<file path="src/shared/nvsram_map.vh">
// Purpose: constants for the host-side controller of a battery-backed 32K x 8 memory
// Assumes: 250 MHz clock, 4 ns period
// Notes: bus times in nanoseconds, lockout in milliseconds, cycle counts derived from them
`ifndef NVSRAM_MAP_VH
`define NVSRAM_MAP_VH

// =====================================================================
// clock
`define CLK_PERIOD_NS 4
// =====================================================================
// bus timing (host side), nanoseconds
`define ADDRESS_ACCESS_TIME_NS 100
`define WRITE_PULSE_NS 75
`define ADDR_SETUP_NS 4
`define WRITE_RECOVERY_TIME_NS 10
// least times round up
`define ACCESS_CYCLES ((`ADDRESS_ACCESS_TIME_NS + `CLK_PERIOD_NS - 1) / `CLK_PERIOD_NS)
`define WRITE_PULSE_CYCLES ((`WRITE_PULSE_NS + `CLK_PERIOD_NS - 1) / `CLK_PERIOD_NS)
`define SETUP_CYCLES ((`ADDR_SETUP_NS + `CLK_PERIOD_NS - 1) / `CLK_PERIOD_NS)
`define RECOVERY_CYCLES ((`WRITE_RECOVERY_TIME_NS + `CLK_PERIOD_NS - 1) / `CLK_PERIOD_NS)
// =====================================================================
// power-up lockout, milliseconds
`define POWER_UP_LOCKOUT_TIME_MS 125
`define LOCKOUT_CYCLES (`POWER_UP_LOCKOUT_TIME_MS * 1000000 / `CLK_PERIOD_NS)
// =====================================================================
// field widths and cycle counter
`define ADDR_W 15
`define DATA_W 8
`define CNT_W 26
`define CNT_ONE 26'h0000001
`define CNT_ZERO 26'h0000000

`endif

</file>
<file path="src/cycle_timer.v">
// Purpose: loadable down-counter that reports when a wait has run out
// Assumes: load has priority over counting
// Notes: done is high while the count stands at zero
`include "nvsram_map.vh"
`default_nettype none

module cycle_timer #(
	parameter W = `CNT_W
) (
	// clock and reset
	input wire clk,
	input wire resetn,
	// control
	input wire load,
	input wire [W-1:0] value,
	// status
	output wire done
);
	reg [W-1:0] count;

	// =====================================================================
	// counter
	// count down to zero and rest there
	always @(posedge clk or negedge resetn) begin
		if (!resetn) begin
			count <= {W{1'b0}};
		end else if (load) begin
			count <= value;
		end else if (count != {W{1'b0}}) begin
			count <= count - {{(W-1){1'b0}}, 1'b1};
		end
	end

	assign done = (count == {W{1'b0}});
endmodule // cycle_timer

`default_nettype wire

</file>
<file path="src/nvsram_host.v">
// Purpose: host controller driving a battery-backed 32K x 8 asynchronous memory
// Assumes: device pins are sampled synchronously; power_good models the supply
// Notes: one request at a time; request is taken when req_ready is high
//
// Notes on behaviour
// device reads while write enable high and select low; drives data when gate low.
// fifteen address lines pick one of 32,768 bytes.
// select high means standby; device floats data and ignores other strobes.
// a write begins when both select and write enable are low.
// a write ends on first rising strobe; data then is stored.
// host holds address stable before and through the whole write.
// host keeps write enable high for write recovery time between cycles.
// host keeps output gate high during writes to avoid contention.
// device floats data within write output-off time after write enable falls.
// out-of-tolerance supply blocks writes and floats device outputs.
// host waits the power-up lockout time after supply becomes valid.
// device pulls supervisor reset low when supply falls below trip.
// supervisor reset stays low until supply falls below battery.
// on power-up reset stays low for a timeout longer than lockout.
// reset release delay is 225 ms min, 350 typical, 525 max.
// write protection ends no later than 125 ms after supply valid.
// device inactivates strobes within 1.5 us and asserts reset within 3 us.
// supervisor reset is open drain; external pull-up gives the high.
// supply is one power-good input; timers run from its edges.
`include "nvsram_map.vh"
`default_nettype none

module nvsram_host #(
	parameter ADDR_W = `ADDR_W,
	parameter DATA_W = `DATA_W,
	parameter [`CNT_W-1:0] LOCKOUT_CYCLES = `LOCKOUT_CYCLES
) (
	// clock and reset
	input wire clk,
	input wire resetn,
	// supply and supervisor
	input wire power_good,
	input wire supervisor_reset_n,
	// user request
	input wire req_valid,
	input wire req_write,
	input wire [ADDR_W-1:0] req_addr,
	input wire [DATA_W-1:0] req_wdata,
	output wire req_ready,
	output reg rsp_valid,
	output reg [DATA_W-1:0] rsp_rdata,
	output reg mem_available,
	// memory pins
	output reg [ADDR_W-1:0] address_lines,
	output reg chip_select_n,
	output reg write_enable_n,
	output reg output_gate_n,
	input wire [DATA_W-1:0] data_lines_in,
	output reg [DATA_W-1:0] data_lines_out,
	output reg data_lines_oe
);
	// =====================================================================
	// states
	localparam [2:0] ST_LOCK = 3'h0;
	localparam [2:0] ST_IDLE = 3'h1;
	localparam [2:0] ST_READ = 3'h2;
	localparam [2:0] ST_WSETUP = 3'h3;
	localparam [2:0] ST_WPULSE = 3'h4;
	localparam [2:0] ST_WHOLD = 3'h5;
	localparam [2:0] ST_RECOVER = 3'h6;

	// timer loads sized to the counter so no bits are dropped silently
	localparam [`CNT_W-1:0] SETUP_CNT = `SETUP_CYCLES;
	localparam [`CNT_W-1:0] ACCESS_CNT = `ACCESS_CYCLES;
	localparam [`CNT_W-1:0] PULSE_CNT = `WRITE_PULSE_CYCLES;
	localparam [`CNT_W-1:0] RECOVERY_CNT = `RECOVERY_CYCLES;

	reg [2:0] state;
	reg [2:0] next_state;
	reg power_good_q;
	reg tmr_load;
	reg [`CNT_W-1:0] tmr_value;
	wire tmr_done;
	wire power_rise;
	wire access_ok;

	// =====================================================================
	// power-good tracking
	// a rising edge of power_good restarts the lockout wait
	always @(posedge clk or negedge resetn) begin
		if (!resetn) begin
			power_good_q <= 1'b0;
		end else begin
			power_good_q <= power_good;
		end
	end
	assign power_rise = power_good & ~power_good_q;

	// supervisor reset low also vetoes access; it outlasts the lockout anyway
	assign access_ok = power_good & supervisor_reset_n; // see R10, see R12

	// =====================================================================
	// shared wait timer: lockout, access, pulse and recovery times
	cycle_timer #(
		.W(`CNT_W)
	) u_timer (
		.clk(clk),
		.resetn(resetn),
		.load(tmr_load),
		.value(tmr_value),
		.done(tmr_done)
	);

	assign req_ready = (state == ST_IDLE) && access_ok;

	// =====================================================================
	// next state and timer loads
	always @* begin
		next_state = state;
		tmr_load = 1'b0;
		tmr_value = `CNT_ZERO;
		if (power_rise) begin
			next_state = ST_LOCK;
			tmr_load = 1'b1;
			tmr_value = LOCKOUT_CYCLES; // see R11
		end else if (!access_ok) begin
			// supply lost or supervisor reset low: abandon any cycle, strobes go inactive at the next edge
			next_state = ST_LOCK; // see R10
		end else begin
			case (state)
			ST_LOCK: begin
				if (tmr_done) begin
					next_state = ST_IDLE;
				end
			end
			ST_IDLE: begin
				if (req_valid) begin
					tmr_load = 1'b1;
					if (req_write) begin
						next_state = ST_WSETUP;
						tmr_value = SETUP_CNT;
					end else begin
						next_state = ST_READ;
						tmr_value = ACCESS_CNT;
					end
				end
			end
			ST_READ: begin
				if (tmr_done) begin
					next_state = ST_RECOVER;
					tmr_load = 1'b1;
					tmr_value = RECOVERY_CNT;
				end
			end
			ST_WSETUP: begin
				if (tmr_done) begin
					next_state = ST_WPULSE;
					tmr_load = 1'b1;
					tmr_value = PULSE_CNT;
				end
			end
			ST_WPULSE: begin
				if (tmr_done) begin
					next_state = ST_WHOLD;
				end
			end
			ST_WHOLD: begin
				next_state = ST_RECOVER;
				tmr_load = 1'b1;
				tmr_value = RECOVERY_CNT;
			end
			ST_RECOVER: begin
				if (tmr_done) begin
					next_state = ST_IDLE;
				end
			end
			default: begin
				next_state = ST_LOCK;
			end
			endcase
		end
	end

	// =====================================================================
	// state register and pin drivers
	// pins come from flops so no glitch reaches the asynchronous memory
	always @(posedge clk or negedge resetn) begin
		if (!resetn) begin
			state <= ST_LOCK;
			address_lines <= {ADDR_W{1'b0}};
			chip_select_n <= 1'b1;
			write_enable_n <= 1'b1;
			output_gate_n <= 1'b1;
			data_lines_out <= {DATA_W{1'b0}};
			data_lines_oe <= 1'b0;
			rsp_valid <= 1'b0;
			rsp_rdata <= {DATA_W{1'b0}};
			mem_available <= 1'b0;
		end else begin
			state <= next_state;
			rsp_valid <= 1'b0;
			mem_available <= (next_state != ST_LOCK);
			if (state == ST_IDLE && next_state != ST_LOCK && req_valid) begin
				address_lines <= req_addr; // see R2
				data_lines_out <= req_wdata;
			end
			case (next_state)
			ST_READ: begin
				chip_select_n <= 1'b0;
				write_enable_n <= 1'b1;
				output_gate_n <= 1'b0;
				data_lines_oe <= 1'b0;
			end
			ST_WSETUP: begin
				chip_select_n <= 1'b0;
				write_enable_n <= 1'b1;
				output_gate_n <= 1'b1; // see R8
				data_lines_oe <= 1'b1;
			end
			ST_WPULSE: begin
				chip_select_n <= 1'b0;
				write_enable_n <= 1'b0;
				output_gate_n <= 1'b1;
				data_lines_oe <= 1'b1;
			end
			ST_WHOLD: begin
				// write enable rises first with data and address still held
				chip_select_n <= 1'b0;
				write_enable_n <= 1'b1;
				output_gate_n <= 1'b1;
				data_lines_oe <= 1'b1;
			end
			default: begin
				chip_select_n <= 1'b1;
				write_enable_n <= 1'b1;
				output_gate_n <= 1'b1;
				data_lines_oe <= 1'b0;
			end
			endcase
			// capture read data at the end of the access time
			if (state == ST_READ && next_state == ST_RECOVER) begin
				rsp_rdata <= data_lines_in;
				rsp_valid <= 1'b1;
			end
			if (state == ST_WHOLD && next_state == ST_RECOVER) begin
				rsp_valid <= 1'b1;
			end
		end
	end
endmodule // nvsram_host

`default_nettype wire

</file>
<file path="config.mk">
export PLATFORM = sky130hd
export DESIGN_NAME = nvsram_host
export DESIGN_NICKNAME = d
export VERILOG_FILES = /design/src/cycle_timer.v /design/src/nvsram_host.v
export VERILOG_INCLUDE_DIRS = /design/src /design/src/shared
export SDC_FILE = /design/constraint.sdc
export NUM_CORES = 1
export LEC_CHECK = 0
export ABC_AREA = 1
export ABC_CLOCK_PERIOD_IN_PS = 3000
export BUFFER_PORTS_ARGS = -buffer_cell sky130_fd_sc_hd__buf_4
export CORE_UTILIZATION = 45
export DETAILED_ROUTE_END_ITERATION = 12
export GPL_TIMING_DRIVEN = 0
export MAX_ROUTING_LAYER = met4
export PLACE_DENSITY = 0.77
export SETUP_SLACK_MARGIN = 0.02
export SYNTH_ARGS = -nofsm -noshare
export SYNTH_HDL_FRONTEND = slang
export SYNTH_SLANG_ARGS = --single-unit
export TNS_END_PERCENT = 100
</file>
<file path="constraint.sdc">
create_clock -name clk -period 3 [get_ports clk]
set_input_delay 0.3 -clock clk [delete_from_list [all_inputs] [get_ports clk]]
set_output_delay 0.3 -clock clk [all_outputs]
set_load 0.005 [all_outputs]
</file>
==> results of run 1 <==
## flip-flops by register name, summed over array words and instances (netlist names), 3 cells and up
signal and count:
data_lines_out 8, address_lines 15, state 3, u_timer.count 26, rsp_rdata 8
## through the flow
step	util (%)	area, um^2
5_1_grt	60.5	4200
2_1_floorplan	-	3310
3_5_place_dp	57.4	3990
4_1_cts	60.5	4200
6_report	60.5	4200
3_3_place_gp	57.4	3990
## report_power, final
part           leakage, nW  internal [mW]  switching [mW]
Clock                0.106          0.469           0.353
Combinational         1.30          0.132           0.168
Sequential           0.841          0.963          0.0465
## synth_stat cells
master,count,area [um^2]
nand2_1,101,379
dfrtp_1,64,1600
nand3_1,48,240
inv_1,42,158
nor2_1,39,146
xor2_1,14,123
nor3_1,12,60.1
a21oi_1,9,45.0
o21ai_0,7,35.0
o31ai_1,7,52.6
nor2_2,6,37.5
a211oi_1,4,30.0
xnor2_1,4,35.0
clkbuf_1,3,11.3
dfstp_2,3,78.8
nand2_4,3,33.8
nand4_1,3,18.8
a31oi_1,2,12.5
buf_4,2,15.0
buf_6,2,22.5
ha_1,2,25.0
nand3_4,2,35.0
nor2_4,2,22.5
o21ai_2,2,17.5
o21bai_1,2,15.0
o22ai_1,2,12.5
buf_2,1,5.00
inv_2,1,3.75
nand2_2,1,6.26
nand3_2,1,10.0
nor3_2,1,10.0
nor4_1,1,6.26
or2_2,1,6.26
## path summary, 6_finish.rpt
kind	from	to	slack, ns	depth (start not counted)
worst min-delay path	resetn	u_timer.count[2]	0.05	1
worst max-delay path	u_timer.count[0]	u_timer.count[1]	0.74	14
max in group asynchronous	resetn	rsp_rdata[0]	2.41	1
min in group clk	power_good	power_good_q	0.08	1
worst min register to register	address_lines[11]	address_lines[11]	0.47	2
worst max register to register	u_timer.count[0]	u_timer.count[1]	0.74	14
## final cells by class
class	instances	area [um^2]	share of cell area [%]
Clock buffer	10	128	3.04
Buffer	8	53.8	1.28
Tap cell	96	120	2.86
Clock inverter	6	90.1	2.14
Multi-Input combinational cell	276	1420	33.7
Timing Repair Buffer	74	556	13.2
Sequential cell	67	1680	40.0
Inverter	43	161	3.84
## logic make-up after synthesis
kind of cell	after synthesis	synth area share, %
AO/OA/AOI/OAI	35	6.65
AND/OR/NAND/NOR	221	30.6
flip-flops	67	50.8
adder cells (fa/ha/maj)	2	0.756
XOR/XNOR	18	4.76
buffers and inverters	51	6.50
## placed cells by master, fill, tap and decap left out, types with 6 or more instances in the layout
master    count
a21oi_1       9
buf_4        76
clkbuf_8      9
dfrtp_1      64
inv_1        42
nand2_1     101
nand3_1      48
nor2_1       39
nor2_2        6
nor3_1       12
o21ai_0       7
o31ai_1       7
xor2_1       14
## critical path, cell delays in order (launching register included)
cell,delay (ns)
dfrtp_1,0.38
inv_1,0.09
ha_1,0.20
inv_1,0.08
nor2_1,0.04
nand3_1,0.06
nor2_1,0.05
nand4_1,0.14
nand3_1,0.10
nand2_1,0.23
nand2_1,0.17
nor2_1,0.40
nand2_1,0.10
nand2_1,0.09
inv_1,0.04
## routing by layer
metal  vias to the layer above  wire (um)
li1                       1441          -
met1                      1383       3370
met2                        81       3750
met3                         9        396
met4                         0         87
met5                         -          0
==> impl_metrics.yaml, run 1 <==
run_status:
  status: "completed"
floorplan:
  design.portCount: 75
  coreArea_mm2: 0.00694
  initial_core_util_pct: 47.7
  die_x_um: 87.8
  die_height_um: 87.8
  die_area_mm2: 0.00770
  rows: 30
grt:
  grt_overflow_total: 0
  grt-busiest-layer: "met2"
  grt_util_met3_pct: 4.34
  grt_antenna_before_repair: 0
  grt_max_degree: 68
  grt_pass1_wl_um: 12300
  grt_use_total_pct: 21.6
  grt_pass1_vias: 2786
  grtUsageMet1_pct: 27.3
  grtUsageMet2_pct: 32.8
clocking:
  clk_pin_slew_ns: 0.07
  h-tree-depth: 3
  root_buffer: "clkbuf_8"
  cts_made_buffers: 9
  cts_resized: 0
  postCtsSetupBuffers: 0
  cts_hold_buf: 0
  cts.sinks: 67
  clk_path_buf_depth: 2
  cts_tree: "yes"
  worstSkewPairLatency_ns: 0.35
route:
  vias_per_cell: 5.02
  ant_nets: 0
  drtPass1Iterations: 4
  drc_errors: 0
  drtIter0Drc: 189
  vias: 2914
  drt-total-wl_um: 7600
  wl_per_cell_um: 13.1
placement:
  pre_cts_ws_ns: 0.749
  port-buffer-count: 74
  dp_cells: 564
  gp_congestion: 0.895
  dp_hpwl_um: 5550
yosys:
  syn_area_mm2: 0.00331
  yosysWarningCount: 0
  synth_cells: 394
  avgSynthCellArea_um2: 8.40
  synth-seq-cells: 67
  synth_fp_nets: 433
  ys_types: 33
  seq_area_frac_synth_pct: 50.8
timing:
  tightest_slew_ns: 0.829
  report.final.hold_viol_count: 0
  rsz0062_at_grt: "false"
  timing.final.crit_share_pct: 75.4
  finalWorstSetupSlack_ns: 0.737
  slew_headroom_pct: 44.8
  period_minus_slack_ns: 2.26
  maxSlewViolCount: 0
  hold_slack_ns: 0.0520
  fmax_ghz: 0.442
  setup_violations: 0
  finalClockSkew_ns: 0.00898
  fin_setup_tns_ns: 0
power_and_ir_drop:
  ir_worst_vdd_mv: 0.261
  leakage_nw: 2.25
  power_density_mw_per_mm2: 507
  power_mw: 2.13
final_layout:
  drive_gt1_share_pct: 24.2
  fillCellCount: 611
  syn_to_final_growth_pct: 27.0
  diodes: 0
  final_cells: 580
  final_nets: 518
setup_path:
  cp-start-kind: "register"
  crit_fanout: 7
  worstSetupEndpointType: "register"
  arrival_ns: 2.51
  criticalPathCategory: "reg -> reg"
  required_ns: 3.25
worst_hold_path:
  hold_class: "in -> async"
run:
  drv_cap: 0
(Power assumes the default switching activity.)
==> inputs of run 2 (changes only) <==
--- a/config.mk
+++ b/config.mk
@@ -7,7 +7,7 @@
 export NUM_CORES = 1
 export LEC_CHECK = 0
 export ABC_AREA = 1
-export ABC_CLOCK_PERIOD_IN_PS = 3000
+export ABC_CLOCK_PERIOD_IN_PS = 2200
 export BUFFER_PORTS_ARGS = -buffer_cell sky130_fd_sc_hd__buf_4
 export CORE_UTILIZATION = 45
 export DETAILED_ROUTE_END_ITERATION = 12
==> constraint.sdc (replaced) <==
create_clock -name clk -period 2.2 [get_ports clk]
set_input_delay 0.22 -clock clk [delete_from_list [all_inputs] [get_ports clk]]
set_output_delay 0.22 -clock clk [all_outputs]
set_load 0.005 [all_outputs]
==> impl_metrics.yaml, run 2 (same netlist as run 1, synthesis figures left out) <==
power_and_ir_drop:
  power_density_mw_per_mm2: 668
  power_frac_comb_pct: 14.9
  power_mw: 2.94
  ir_worst_vdd_mv: 0.354
  leakage_nw: 2.33
  seq_power_share_pct: 46.8
  swShare_pct: 26.9
  p_int_mw: 2.15
  power.switching_mw: 0.790
  clock_power_share_pct: 38.3
grt:
  grt_use_total_pct: 21.9
  grt_util_met3_pct: 4.24
  grtUsageMet2_pct: 33.4
  grt_overflow_total: 0
  grt_max_degree: 68
  grtUsageMet1_pct: 27.7
  grt_pass1_vias: 2810
  grt-busiest-layer: "met2"
  grt_antenna_before_repair: 0
  grt_pass1_wl_um: 12400
final_layout:
  fin_util_pct: 63.4
  largest_register_ffs: 26
  final_common_cell: "nand2_1"
  final_cell_mix: "nand2_1 (97), buf_4 (86), dfrtp_1 (64), nand3_1 (47), inv_1 (38)"
  diodes: 0
  top_register: "u_timer.count"
  fillCellCount: 588
  final_nets: 531
  drive_gt1_share_pct: 28.2
  reg_top3: "u_timer.count x26, address_lines x15"
  syn_to_final_growth_pct: 33.0
setup_path:
  required_ns: 2.44
  rrSetupSlack_ns: 0.13
  worstSetupEndpointType: "register"
  crit_fanout: 5
  critPathTopFamily: "simple AND/OR/NAND/NOR gates"
  max_stage_delay_ns: 0.41
  cp-start-kind: "register"
  worstReg2RegEnd: "address_lines[2]"
  path_common_cell: "nand3_4"
  regToRegStartpoint: "u_timer.count[0]"
  arrival_ns: 2.31
  criticalPathCategory: "reg -> reg"
  critPathSlowestCell: "dfrtp_1"
  cp_cell_sequence: "inv_2 > ha_4 > inv_2 > nor2_2 > nand3_1 > nor2_2 > nand3_4 > o21ai_4 > nand3_4 > nand3_4 > nand2_4 > clkbuf_16 > nand2_1 > nand2_1"
  endpoint: "address_lines[2]"
  crit_buf_inv: 3
  reg2regPathDepth: 14
  worstSetupPathDepth: 14
  crit_start: "u_timer.count[0]"
clocking:
  cts_made_buffers: 9
  h-tree-depth: 3
  worstSkewPairLatency_ns: 0.35
  cts.sinks: 67
  clk_path_buf_depth: 2
  cts_tree: "yes"
  root_buffer: "clkbuf_8"
  clk_pin_slew_ns: 0.08
route:
  wl_per_cell_um: 13.4
  drt-total-wl_um: 7960
  drtIter0Drc: 248
  drc_errors: 0
  vias: 2968
  vias_per_cell: 5.01
  ant_nets: 0
  drtPass1Iterations: 4
floorplan:
  die_x_um: 87.8
  initial_core_util_pct: 47.7
  die_area_mm2: 0.00770
  coreArea_mm2: 0.00694
  rows: 30
  die_height_um: 87.8
  design.portCount: 75
run_status:
  status: "completed"
timing:
  maxSlewViolCount: 0
  hold_slack_ns: 0.0928
  slew_headroom_pct: 45.2
  fmax_ghz: 0.482
  setup_violations: 0
  report.final.hold_viol_count: 0
  tightest_slew_ns: 0.822
  fin_setup_tns_ns: 0
  timing.final.crit_share_pct: 94.2
  period_minus_slack_ns: 2.07
  finalClockSkew_ns: 0.0101
placement:
  port-buffer-count: 74
  gp_congestion: 0.895
  dp_hpwl_um: 5550
worst_hold_path:
  hold_class: "in -> reg"
run:
  drv_cap: 0
## run 2: changes by cell type in the layout (fill, tap and decap cells not counted), moves of 2 or more
cell,delta
buf_4,+10
inv_1,-4
nand2_1,-4
inv_2,+3
nand2_2,+3
dlygate4sd3_1,+2
nor2_1,-2
## run 2: what timing repair did
item	CTS	global route
pin swaps	2	7
hold endpoints to repair	21	0
hold buffers	2	0
setup endpoints to repair	8	47
gates cloned	0	1
gates resized for setup	3	17
setup buffers	4	6
## run 2: how the worst min path moves through the flow
| stage | to | from | cells after the start |
|---|---|---|---|
| global placement | power_good_q | power_good | 1 |
| finish | address_lines[12] | req_addr[12] | 3 |
| CTS | address_lines[3] | req_addr[3] | 3 |
| floorplan | address_lines[0] | resetn | 0 |
| detailed placement | power_good_q | power_good | 1 |
| global route | address_lines[4] | req_addr[4] | 3 |
## run 2: tightest hold or removal path, delay by kind of cell
kind	cells	cell delay, ns
buffers and inverters	1	0.08
AND/OR/NAND/NOR	2	0.12
## run 2: power by group through the flow
stage	logic (mW)	registers [mW]	clock network, mW
after detailed placement	0.411	1.40	0
final	0.437	1.38	1.13
after floorplan	0.251	1.39	0
after CTS	0.417	1.37	1.14
after global routing	0.499	1.39	1.20
after global placement	0.397	1.40	0
## run 2: per-layer routing
metal,up-vias,part of all wire [%]
met2,84,49
li1,1468,-
met5,-,0
met1,1400,45
met3,16,4.6
met4,0,1.7
## run 2: cell type report
class | count | area (um^2) | share of cell area (%)
sequential | 67 | 1680 | 38.2
buffer | 8 | 60.1 | 1.36
inverter | 43 | 164 | 3.72
clock inverter | 6 | 90.1 | 2.05
multi-input combinational | 276 | 1470 | 33.4
clock buffer | 10 | 128 | 2.90
timing repair buffer | 87 | 688 | 15.6
tap | 96 | 120 | 2.73
## run 2: stage by stage
| stage | worst slack, ns | cells | area [um^2] |
|---|---|---|---|
| 2_1_floorplan | 0.327 | 394 | 3310 |
| 3_3_place_gp | 0.0486 | 564 | 3990 |
| 3_5_place_dp | -0.0506 | 564 | 3990 |
| 4_1_cts | 0.0283 | 586 | 4270 |
| 5_1_grt | -0.0110 | 593 | 4400 |
| 6_report | 0.127 | 593 | 4400 |
==> inputs of run 3 (changes only) <==
--- a/config.mk
+++ b/config.mk
@@ -7,7 +7,7 @@
 export NUM_CORES = 1
 export LEC_CHECK = 0
 export ABC_AREA = 1
-export ABC_CLOCK_PERIOD_IN_PS = 2200
+export ABC_CLOCK_PERIOD_IN_PS = 2400
 export BUFFER_PORTS_ARGS = -buffer_cell sky130_fd_sc_hd__buf_4
 export CORE_UTILIZATION = 45
 export DETAILED_ROUTE_END_ITERATION = 12
==> constraint.sdc (replaced) <==
create_clock -name clk -period 2.4 [get_ports clk]
set_input_delay 0.24 -clock clk [delete_from_list [all_inputs] [get_ports clk]]
set_output_delay 0.24 -clock clk [all_outputs]
set_load 0.005 [all_outputs]
==> impl_metrics.yaml, run 3 (same netlist as run 1, synthesis figures left out) <==
power_and_ir_drop:
  swShare_pct: 26.5
  power.switching_mw: 0.706
  leakage_nw: 2.26
  power_frac_comb_pct: 14.1
  p_int_mw: 1.96
  seq_power_share_pct: 47.4
  power_density_mw_per_mm2: 630
  clock_power_share_pct: 38.5
  ir_worst_vdd_mv: 0.326
timing:
  fmax_ghz: 0.454
  slew_headroom_pct: 45.1
  hold_slack_ns: -0.0103
  rsz0062_at_grt: "false"
  tightest_slew_ns: 0.824
  period_minus_slack_ns: 2.20
  fin_setup_tns_ns: 0
  timing.final.crit_share_pct: 91.7
  maxSlewViolCount: 0
  setup_violations: 0
  finalWorstSetupSlack_ns: 0.199
  finalClockSkew_ns: 0.00903
  report.final.hold_viol_count: 25
setup_path:
  reg2regPathDepth: 12
  worstSetupEndpointType: "register"
  rrSetupSlack_ns: 0.20
  crit_start: "u_timer.count[0]"
  arrival_ns: 2.46
  endpoint: "u_timer.count[0]"
  crit_buf_inv: 3
  cp_cell_sequence: "inv_1 > ha_1 > inv_1 > nor2_1 > nand3_1 > nor2_1 > nand4_1 > nand3_1 > nand2_1 > inv_1 > o21ai_0 > o21ai_0"
  worstReg2RegEnd: "u_timer.count[0]"
  path_common_cell: "inv_1"
  worstSetupPathDepth: 12
  crit_fanout: 8
  required_ns: 2.66
  criticalPathCategory: "reg -> reg"
  max_stage_delay_ns: 0.40
  cp-start-kind: "register"
  critPathTopFamily: "simple AND/OR/NAND/NOR gates"
  critPathSlowestCell: "dfrtp_1"
  regToRegStartpoint: "u_timer.count[0]"
clocking:
  cts_made_buffers: 9
  cts.sinks: 67
  clk_path_buf_depth: 2
  cts_hold_buf: 0
  root_buffer: "clkbuf_8"
  cts_tree: "yes"
  clk_pin_slew_ns: 0.08
  h-tree-depth: 3
  worstSkewPairLatency_ns: 0.35
final_layout:
  final_nets: 520
  final_cell_mix: "nand2_1 (101), buf_4 (78), dfrtp_1 (64), nand3_1 (48), inv_1 (42)"
  drive_gt1_share_pct: 24.7
  final_common_cell: "nand2_1"
  final_cells: 582
  syn_to_final_growth_pct: 27.6
  largest_register_ffs: 26
  top_register: "u_timer.count"
  reg_top3: "u_timer.count x26, address_lines x15"
  diodes: 0
route:
  drtIter0Drc: 177
  wl_per_cell_um: 13.1
  vias: 2938
  vias_per_cell: 5.05
  ant_nets: 0
  drt-total-wl_um: 7620
  drc_errors: 0
  drtPass1Iterations: 4
grt:
  grt_max_degree: 68
  grt_pass1_wl_um: 12300
  grt_pass1_vias: 2786
  grt_antenna_before_repair: 0
  grt_use_total_pct: 21.6
  grt_overflow_total: 0
placement:
  port-buffer-count: 74
  gp_congestion: 0.895
  dp_cells: 564
  pre_cts_ws_ns: 0.149
  dp_hpwl_um: 5550
run_status:
  status: "complete, but fails checks"
  violations: "hold timing"
floorplan:
  coreArea_mm2: 0.00694
  rows: 30
  die_x_um: 87.8
  design.portCount: 75
  die_area_mm2: 0.00770
  die_height_um: 87.8
  initial_core_util_pct: 47.7
run:
  drv_cap: 0
worst_hold_path:
  hold_class: "in -> async"
==> run 3: worst reg2reg max path: cells and delay by family (launching register included) <==
kind | cells | cell delay (ns)
AO/OA/AOI/OAI | 2 | 0.29
adder cells (fa/ha/maj) | 1 | 0.15
buffers and inverters | 3 | 0.51
flip-flops | 1 | 0.40
AND/OR/NAND/NOR | 6 | 0.77
==> run 3: layout make-up <==
cell class	instances	area [um^2]
Multi-Input combinational cell	276	1420
Clock buffer	10	128
Fill cell	608	2720
Tap cell	96	120
Sequential cell	67	1680
Timing Repair Buffer	76	571
Buffer	8	56.3
Inverter	43	161
Clock inverter	6	90.1
==> run 3: how the worst min path moves through the flow <==
stage,start,to,slack (ns),depth (start not counted)
final,resetn,u_timer.count[24],-0.01,1
after global routing,power_good,power_good_q,0.008,1
after CTS,power_good,power_good_q,0.005,1
after detailed placement,power_good,power_good_q,0.37,1
after global placement,power_good,power_good_q,0.37,1
after floorplan,resetn,address_lines[0],-0.06,0
==> run 3: stage by stage <==
step / utilization (%) / power (mW) / instance area [um^2]
4_1_cts: 60.5 / 2.69 / 4200
3_5_place_dp: 57.4 / 1.66 / 3990
3_3_place_gp: 57.4 / 1.64 / 3990
5_1_grt: 60.8 / 2.80 / 4220
6_report: 60.8 / 2.66 / 4220
2_1_floorplan: - / 1.50 / 3310
==> run 3: metal layers <==
metal	vias up	wire length, um	GRT usage, %	share of wire (%)
met1	1412	3470	27.3	46
li1	1443	-	-	-
met3	9	314	4.34	4.1
met4	0	82	11.3	1.1
met2	74	3750	32.8	49
met5	-	0	-	0
==> run 3: power groups by stage <==
stage	sequential (mW)	combinational (mW)	clock (mW)
finish	1.26	0.375	1.03
floorplan	1.27	0.230	0
CTS	1.26	0.379	1.05
detailed placement	1.28	0.377	0
global placement	1.28	0.364	0
global route	1.27	0.429	1.10
==> run 3: repair_timing <==
action                     in CTS  in global routing
setup buffers                   0                  2
setup endpoints to repair       0                  4
gates resized for setup         0                  2
